## src/slpm_params.svh

```systemverilog
// Constants for the low-power mode control of the memory link.
// Behaviour
// - Clock enable low enters power-down, only when idle.
// - Idle banks: precharge power-down; open row: active.
// - Power-down disables buffers, keeps clock and enable.
// - Controller holds enable low; device ignores inputs.
// - Controller stays down at least tCKE, refresh-bounded.
// - Enable sampled high exits, with NOP or DESELECT.
// - Controller waits tXP before valid commands.
// - Deepest sleep loses array and mode registers.
// - Burst-terminate with enable low enters deepest sleep.
// - Controller idles banks and bus before deepest sleep.
// - Controller holds enable constantly low in deepest sleep.
// - Exit: stable clock, raise enable, NOPs 200 us.
// - Then rerun initialization steps 4 through 11; the controller issues only a precharge.
// - Clock stop only after last command completes.
// - Clock stop needs timings met, enable high.
// - Clock stop parks true low, complement high.
// - Restart clock with NOP before any access.
// - Access followed by NOPs until its last pulse.
// - Power-down stays keep 64 ms refresh window.
`ifndef SLPM_PARAMS_SVH
`define SLPM_PARAMS_SVH
`define SLPM_CLK_PERIOD_NS 40
`define SLPM_TCKE_NS 80
`define SLPM_TXP_NS 80
`define SLPM_DSLEEP_EXIT_US 200
`define SLPM_REFRESH_WINDOW_MS 64
`define SLPM_TCKE_CYC ((`SLPM_TCKE_NS + `SLPM_CLK_PERIOD_NS - 1) / `SLPM_CLK_PERIOD_NS)
`define SLPM_TXP_CYC ((`SLPM_TXP_NS + `SLPM_CLK_PERIOD_NS - 1) / `SLPM_CLK_PERIOD_NS)
`define SLPM_DSLEEP_EXIT_CYC ((`SLPM_DSLEEP_EXIT_US * 1000 + `SLPM_CLK_PERIOD_NS - 1) / `SLPM_CLK_PERIOD_NS)
`define SLPM_REFRESH_WINDOW_CYC (`SLPM_REFRESH_WINDOW_MS * 1000000 / `SLPM_CLK_PERIOD_NS)
`define SLPM_MAX_STAY_CYC 4000
`define SLPM_CNT_W 24
`define SLPM_CMD_NOP 3'h7
`define SLPM_CMD_ACT 3'h3
`define SLPM_CMD_RD 3'h5
`define SLPM_CMD_WR 3'h4
`define SLPM_CMD_BST 3'h6
`define SLPM_CMD_PRE 3'h2
`endif

```

## src/slpm_pkg.sv

```systemverilog
// Types shared by both ends of the low-power mode link.
package slpm_pkg;
    typedef enum logic [5:0] {
        SLPM_ACTIVE = 6'h01,
        SLPM_PRE_PD = 6'h02,
        SLPM_ACT_PD = 6'h04,
        SLPM_DEEPEST_SLEEP = 6'h08,
        SLPM_CLK_STOP = 6'h10,
        SLPM_UNINIT = 6'h20
    } slpm_dev_state_t;
    typedef enum logic [6:0] {
        SLPC_RUN = 7'h01,
        SLPC_PD = 7'h02,
        SLPC_PD_EXIT = 7'h04,
        SLPC_DSLEEP = 7'h08,
        SLPC_DSLEEP_EXIT = 7'h10,
        SLPC_STOPPED = 7'h20,
        SLPC_RESTART = 7'h40
    } slpm_ctl_state_t;
endpackage

```

## src/slpm_link_if.sv

```systemverilog
// Link between the memory controller and the device low-power logic.
`timescale 1ns/1ps
interface slpm_link_if;
    logic clkEnable;
    logic clockRun;
    logic clockTrue;
    logic clockComp;
    logic [2:0] command;
    modport controller (output clkEnable, output clockRun, output clockTrue, output clockComp, output command);
    modport device (input clkEnable, input clockRun, input clockTrue, input clockComp, input command);
endinterface

```

## src/slpm_controller.sv

```systemverilog
// Controller end: sequences power-down, deepest sleep and clock stop.
`timescale 1ns/1ps
`include "slpm_params.svh"
module slpm_controller
    import slpm_pkg::*;
#(
    parameter int DSLEEP_EXIT_CYC = `SLPM_DSLEEP_EXIT_CYC
)
(
    // Clock and reset.
    input wire logic clock,
    input wire logic reset,
    // Link.
    slpm_link_if.controller link,
    // User side.
    input wire logic reqPowerDown,
    input wire logic reqDeepSleep,
    input wire logic reqClockStop,
    input wire logic accessIdle,
    input wire logic userCmdValid,
    input wire logic [2:0] userCmd,
    output logic userCmdReady,
    output logic needInit,
    output slpm_ctl_state_t state
);
    slpm_ctl_state_t next_state;
    logic [`SLPM_CNT_W-1:0] count;
    logic [`SLPM_CNT_W-1:0] next_count;
    logic next_needInit;
    logic [2:0] next_command;
    logic next_clkEnable;
    logic next_clockRun;
    logic [2:0] commandReg;
    logic clkEnableReg;
    logic clockRunReg;
    logic minStayMet;

    assign link.command = commandReg;
    assign link.clkEnable = clkEnableReg;
    assign link.clockRun = clockRunReg;
    // Parked levels while stopped; while running, the true clock follows clock and the complement is its inverse.
    assign link.clockTrue = clockRunReg & clock;
    assign link.clockComp = ~link.clockTrue;
    // The power-down counter starts at the stay cap, so tCKE is met once it has fallen by that much.
    assign minStayMet = count <= `SLPM_CNT_W'(`SLPM_MAX_STAY_CYC - `SLPM_TCKE_CYC);

    always_comb begin
        next_state = state;
        next_count = (count != '0) ? count - 1'b1 : count;
        next_needInit = needInit;
        next_command = `SLPM_CMD_NOP;
        next_clkEnable = clkEnableReg;
        next_clockRun = clockRunReg;
        userCmdReady = 1'b0;
        case (state)
            SLPC_RUN: begin
                userCmdReady = (count == '0) && !needInit;
                if (reqDeepSleep && accessIdle && count == '0) begin
                    next_command = `SLPM_CMD_BST;
                    next_clkEnable = 1'b0;
                    next_needInit = 1'b1;
                    next_state = SLPC_DSLEEP;
                end else if (reqPowerDown && accessIdle && count == '0) begin
                    next_clkEnable = 1'b0;
                    // One counter times both the minimum stay and the refresh cap.
                    next_count = `SLPM_CNT_W'(`SLPM_MAX_STAY_CYC);
                    next_state = SLPC_PD;
                end else if (reqClockStop && accessIdle && count == '0 && clkEnableReg) begin
                    next_clockRun = 1'b0;
                    next_state = SLPC_STOPPED;
                end else if (userCmdValid && userCmdReady) begin
                    next_command = userCmd;
                end
            end
            SLPC_PD: begin
                // The stay is capped so refresh can still be served.
                if ((!reqPowerDown && minStayMet) || count == '0) begin
                    next_clkEnable = 1'b1;
                    next_count = `SLPM_CNT_W'(`SLPM_TXP_CYC);
                    next_state = SLPC_RUN;
                end
            end
            SLPC_DSLEEP: begin
                if (!reqDeepSleep) begin
                    next_clkEnable = 1'b1;
                    next_count = `SLPM_CNT_W'(DSLEEP_EXIT_CYC);
                    next_state = SLPC_DSLEEP_EXIT;
                end
            end
            SLPC_DSLEEP_EXIT: begin
                if (count == '0) begin
                    // Reinitialisation begins with a precharge-all.
                    next_command = `SLPM_CMD_PRE;
                    next_needInit = 1'b0;
                    next_state = SLPC_RUN;
                end
            end
            SLPC_STOPPED: begin
                if (!reqClockStop) begin
                    next_clockRun = 1'b1;
                    next_state = SLPC_RESTART;
                end
            end
            SLPC_RESTART: begin
                next_state = SLPC_RUN;
            end
            default: begin
                next_state = SLPC_RUN;
            end
        endcase
    end

    always_ff @(posedge clock) begin
        if (reset) begin
            state <= SLPC_RUN;
            count <= '0;
            needInit <= 1'b0;
            commandReg <= `SLPM_CMD_NOP;
            clkEnableReg <= 1'b1;
            clockRunReg <= 1'b1;
        end else begin
            state <= next_state;
            count <= next_count;
            needInit <= next_needInit;
            commandReg <= next_command;
            clkEnableReg <= next_clkEnable;
            clockRunReg <= next_clockRun;
        end
    end
endmodule

```

## src/flat_wrapper.sv

```systemverilog
// flat-port wrapper written by rule: the top's interface ports become plain ports
module slpm_controller_flat import slpm_pkg::*;
#(
    parameter int DSLEEP_EXIT_CYC = `SLPM_DSLEEP_EXIT_CYC
)
  (clock, reset, reqPowerDown, reqDeepSleep, reqClockStop, accessIdle, userCmdValid, userCmd, userCmdReady, needInit, state, link_clkEnable, link_clockRun, link_clockTrue, link_clockComp, link_command);
  slpm_link_if link_i ();
  input wire logic clock;
  input wire logic reset;
  input wire logic reqPowerDown;
  input wire logic reqDeepSleep;
  input wire logic reqClockStop;
  input wire logic accessIdle;
  input wire logic userCmdValid;
  input wire logic [2:0] userCmd;
  output logic userCmdReady;
  output logic needInit;
  output slpm_ctl_state_t state;
  output wire logic [$bits(link_i.clkEnable)-1:0] link_clkEnable;
  output wire logic [$bits(link_i.clockRun)-1:0] link_clockRun;
  output wire logic [$bits(link_i.clockTrue)-1:0] link_clockTrue;
  output wire logic [$bits(link_i.clockComp)-1:0] link_clockComp;
  output wire logic [$bits(link_i.command)-1:0] link_command;
  assign link_clkEnable = link_i.clkEnable;
  assign link_clockRun = link_i.clockRun;
  assign link_clockTrue = link_i.clockTrue;
  assign link_clockComp = link_i.clockComp;
  assign link_command = link_i.command;
  slpm_controller #(.DSLEEP_EXIT_CYC(DSLEEP_EXIT_CYC)) u_core (.clock(clock), .reset(reset), .link(link_i), .reqPowerDown(reqPowerDown), .reqDeepSleep(reqDeepSleep), .reqClockStop(reqClockStop), .accessIdle(accessIdle), .userCmdValid(userCmdValid), .userCmd(userCmd), .userCmdReady(userCmdReady), .needInit(needInit), .state(state));
endmodule
```

## config.mk

```make
export PLATFORM = sky130hd
export DESIGN_NAME = slpm_controller_flat
export DESIGN_NICKNAME = d
export VERILOG_FILES = /design/src/slpm_pkg.sv /design/src/slpm_link_if.sv /design/src/slpm_controller.sv /design/src/flat_wrapper.sv
export VERILOG_INCLUDE_DIRS = /design/src
export SDC_FILE = /design/constraint.sdc
export NUM_CORES = 1
export LEC_CHECK = 0
export ABC_CLOCK_PERIOD_IN_PS = 2100
export BUFFER_PORTS_ARGS = -buffer_cell sky130_fd_sc_hd__buf_2
export CAP_MARGIN = 20
export CORE_UTILIZATION = 40
export CTS_CLUSTER_SIZE = 8
export DETAILED_ROUTE_END_ITERATION = 10
export PLACE_DENSITY = 0.72
export REMOVE_ABC_BUFFERS = 1
export SETUP_SLACK_MARGIN = 0.5
export SLEW_MARGIN = 5
export SYNTH_ARGS = -nofsm -noshare
export SYNTH_HDL_FRONTEND = slang
export SYNTH_SLANG_ARGS = --single-unit
```

## constraint.sdc

```tcl
create_clock -name clock -period 2.1 [get_ports clock]
set_input_delay 0.21 -clock clock [delete_from_list [all_inputs] [get_ports clock]]
set_output_delay 0.21 -clock clock [all_outputs]
set_load 0.05 [all_outputs]
```

### Word-level counts from Yosys, hierarchy flattened

Index checks and enable logic that the tools add are counted.

* equality and inequality tests: 15
* bitwise gates (word level): 2
* reduce and logical (&&, ||, !) cells: 22
* add/sub/neg operators: 1
* multiplexer cells: 34
* $lt $le $gt $ge: 1

Operators by type and width (number)
* 24-bit two-way mux: 5
* 24-bit case mux with 3 select lines: 1
* 7-bit two-way mux: 7
* 7-bit case mux with 5 select lines: 1
* 24-bit by 12-bit less-or-equal comparator with 1-bit output (second input constant): 1
* 24-bit logical NOT: 1
* 24-bit nonzero test: 1
* 24-bit by 1-bit subtractor with 24-bit output (second input constant): 1
* 3-bit two-way mux: 5
* 1-bit two-way mux: 11
* 1-bit logical AND: 10
* 5-bit AND reduction: 2
* 2-bit by 1-bit inequality test with 1-bit output (second input constant): 4
* 2-bit inequality test (second input constant): 4
* 7-bit by 1-bit == test with 1-bit output (second input constant): 1
* 7-bit by 2-bit == test with 1-bit output (second input constant): 1
* 7-bit by 4-bit == test with 1-bit output (second input constant): 1
* 7-bit by 5-bit == test with 1-bit output (second input constant): 1
* 7-bit by 6-bit == test with 1-bit output (second input constant): 1
* 3-bit case mux with 2 select lines: 1
* 4-bit by 1-bit inequality test with 1-bit output (second input constant): 1
* 1-bit case mux with 2 select lines: 2
* 4-bit AND reduction: 1
* 2-bit nonzero test: 2
* 8 further kinds: 9

* output and inout bits: 16
* bits in registers: 37

### Logic depth before layout (Yosys ltp)

* depth after elaboration: 8
* depth in mapped cells: 9
* gate-level depth less buffers: 7

==> impl_metrics.json <==
{
  "status": "finished, violations left",
  "violations": "negative setup slack",
  "post-route-util": 0.718,
  "endpoint_kind": "output port",
  "firstDrtPassIters": 8,
  "worst_pin_slew_ns": 0.693,
  "finClkSkew_ns": 0.00332,
  "drc": 0,
  "syn2layout_area_growth_pct": 69.9,
  "worst_hold_slack_ns": 0.0349,
  "wl_met3_um": 797,
  "dr_wl_met2_um": 4490,
  "n_fill_cell": 311,
  "grt_pass1_wl_um": 14800,
  "start_util": 0.422,
  "rows": 26,
  "drv_slew": 0,
  "routabilityCongestion": 0.919,
  "regArea_sq_um": 737,
  "num_vias": 2744,
  "layout_setup_ws_ns": -0.204,
  "grt_max_degree": 20,
  "mostFrequentLayoutCells": "50 x buf_4, 23 x dfxtp_1, 22 x buf_6, 21 x buf_2, 15 x nor2_1",
  "vdd.ir_drop.worst_uv": 1420,
  "globalRouteOverflowTotal": 0,
  "maxSlewHeadroom": 0.536,
  "stdcell_count": 420,
  "track_usage": 0.342,
  "total_leakage_power_nw": 1.47,
  "port_buffers": 24,
  "yosysSeqAreaShare": 0.330,
  "drt_iter0_markers": 319,
  "ctsHoldBuffers": 0,
  "yosysUniqueCellTypes": 61,
  "core_sq_mm": 0.00517,
  "tns_ns": -1.54,
  "dp_hpwl_um": 4290,
  "hp-class": "input pin to register",
  "synth.avg_cell_area_sq_um": 9.03,
  "crit_slowest_cell": "buf_8",
  "path_class": "clock port to output port",
  "cp_common_cell": "buf_8",
  "drive_gt1_frac": 0.586,
  "wire_per_inst_um": 21.9,
  "rsz0062_at_grt": "yes",
  "async_flop_share": 0,
  "clkTransAtPathRegs_ns": 0.07,
  "clkLatencyLatePin_ns": 0.41,
  "num_io_pins": 26,
  "grt_antenna_before_repair": 0,
  "via_per_inst": 6.53,
  "nets": 362,
  "hold_violations": 0,
  "max_stage_delay_ns": 0.14,
  "critical_path.cell_chain": "buf_8 -> buf_8 -> buf_8 -> buf_8 -> buf_8 -> nand2_4 -> buf_8 -> buf_8 -> buf_8 -> inv_4 -> buf_8",
  "synthCells": 242,
  "setup_viol": 25,
  "synthFlopType": "dfxtp_1",
  "required_ns": 1.89,
  "fp.dieW_um": 75.9,
  "drv_cap": 0,
  "timing.critical_path.from_type": "clock port",
  "grt_pass1_vias": 2818,
  "cts_tree": "built",
  "synth_edf_count": 0,
  "cp.arrival_ns": 2.09,
  "placed_cells": 367,
  "fp.dieArea_sq_mm": 0.00576,
  "antenna_cells": 0,
  "cp_max_fo": 2,
  "power_density_mw_per_mm2": 2380,
  "die_h_um": 75.9,
  "drt-total-wl_um": 9200,
  "wl_met1_um": 3310,
  "syn_area_sq_mm": 0.00218,
  "ys_ff_latch": 36,
  "ant_nets": 0,
  "fin_total_pwr_w": 0.00885,
  "top_layer_used": "met4",
  "yosysWarnings": 0,
  "multiInputGateArea_sq_mm": 0.00175,
  "final_common_cell": "buf_4"
}
## routing by layer
layer | up-vias | track usage
li1 | 1163 | -
met4 | 0 | 0.275
met5 | - | 0.0182
met1 | 1277 | 0.352
met2 | 231 | 0.545
met3 | 73 | 0.141
## cells in the mapped netlist, drive strengths merged, types with 2 or more instances
library cell / number / share of area
a22oi: 4 / 0.014
and3: 4 / 0.012
nand3b: 4 / 0.014
dfxtp: 36 / 0.33
or3: 4 / 0.011
nor2: 19 / 0.033
o211ai: 4 / 0.014
o31ai: 7 / 0.024
and4: 2 / 0.0080
nand4b: 3 / 0.012
buf: 5 / 0.022
nor4: 10 / 0.056
or4: 5 / 0.021
or2: 2 / 0.0057
a21oi: 22 / 0.066
and3b: 2 / 0.0080
ha: 2 / 0.011
xor2: 5 / 0.020
a2111oi: 5 / 0.025
nor2b: 2 / 0.0057
a31oi: 4 / 0.018
o31a: 3 / 0.013
xnor2: 11 / 0.044
inv: 6 / 0.010
o21ai: 7 / 0.016
a211oi: 4 / 0.014
and2: 5 / 0.015
o41ai: 2 / 0.0080
nand4: 6 / 0.023
nand2: 15 / 0.026
nor4b: 2 / 0.0080
clkbuf: 6 / 0.010
nand3: 4 / 0.0092
nor3: 9 / 0.027
## final timing paths
path	slack (ns)	start	depth (start not counted)	end
setup / recovery	-0.20	clock	11	link_clockTrue
hold reg to reg	0.53	u_core.count[21]$_SDFF_PP0_	2	u_core.count[21]$_SDFF_PP0_
hold / removal	0.03	userCmd[1]	3	u_core.link.command[1]$_SDFF_PP1_
setup reg to reg	-0.12	u_core.count[16]$_SDFF_PP0_	5	u_core.count[23]$_SDFF_PP0_
## registers in the layout, summed over array words and instances (netlist names)
signal,flops
u_core.link.command,3
u_core.link.clockRun,1
u_core.count,24
u_core.needInit,1
u_core.link.clkEnable,1
u_core.state,6
## final cells by class
cell class / instances / share of cell area
clock inverter: 2 / 0.00303
timing repair buffer: 98 / 0.224
inverter: 5 / 0.00506
clock buffer: 20 / 0.0748
tap: 70 / 0.0236
multi-input combinational: 189 / 0.471
sequential: 36 / 0.199
## kinds of logic after synthesis
group                    after synthesis  share of synthesized area
AND/OR/NAND/NOR                       99                      0.299
AO/OA/AOI/OAI                         71                      0.251
flip-flops                            36                      0.330
buffers and inverters                 17                     0.0430
XOR/XNOR                              16                     0.0641
adder cells (fa/ha/maj)                2                     0.0115
other                                  1                    0.00172
## critical path, delay by kind of cell
kind          cells  cell delay (ns)
buf+inv          10             0.99
simple gates      1             0.06
## through the flow
stage                     worst slack, ns  instance area, sq um
after floorplan                    -0.514                  2110
after global placement             0.0658                  2660
after detailed placement          -0.0303                  2660
after CTS                          -0.343                  3550
after global routing               -0.223                  3710
final                              -0.204                  3710
## power by group
group	total [W]	internal (W)	switching [W]
sequential	0.00115	0.000905	0.000243
combinational	0.00609	0.00295	0.00314
clock	0.00161	0.000928	0.000685
total	0.00885	0.00478	0.00407
## repair_timing
| item | CTS | global route |
|---|---|---|
| pin swaps | 43 | 16 |
| endpoints found under the setup margin | 40 | 40 |
| buffers inserted | 27 | 7 |
| resized for setup | 101 | 36 |
| gates cloned | 1 | 0 |
(Power assumes the default switching activity.)
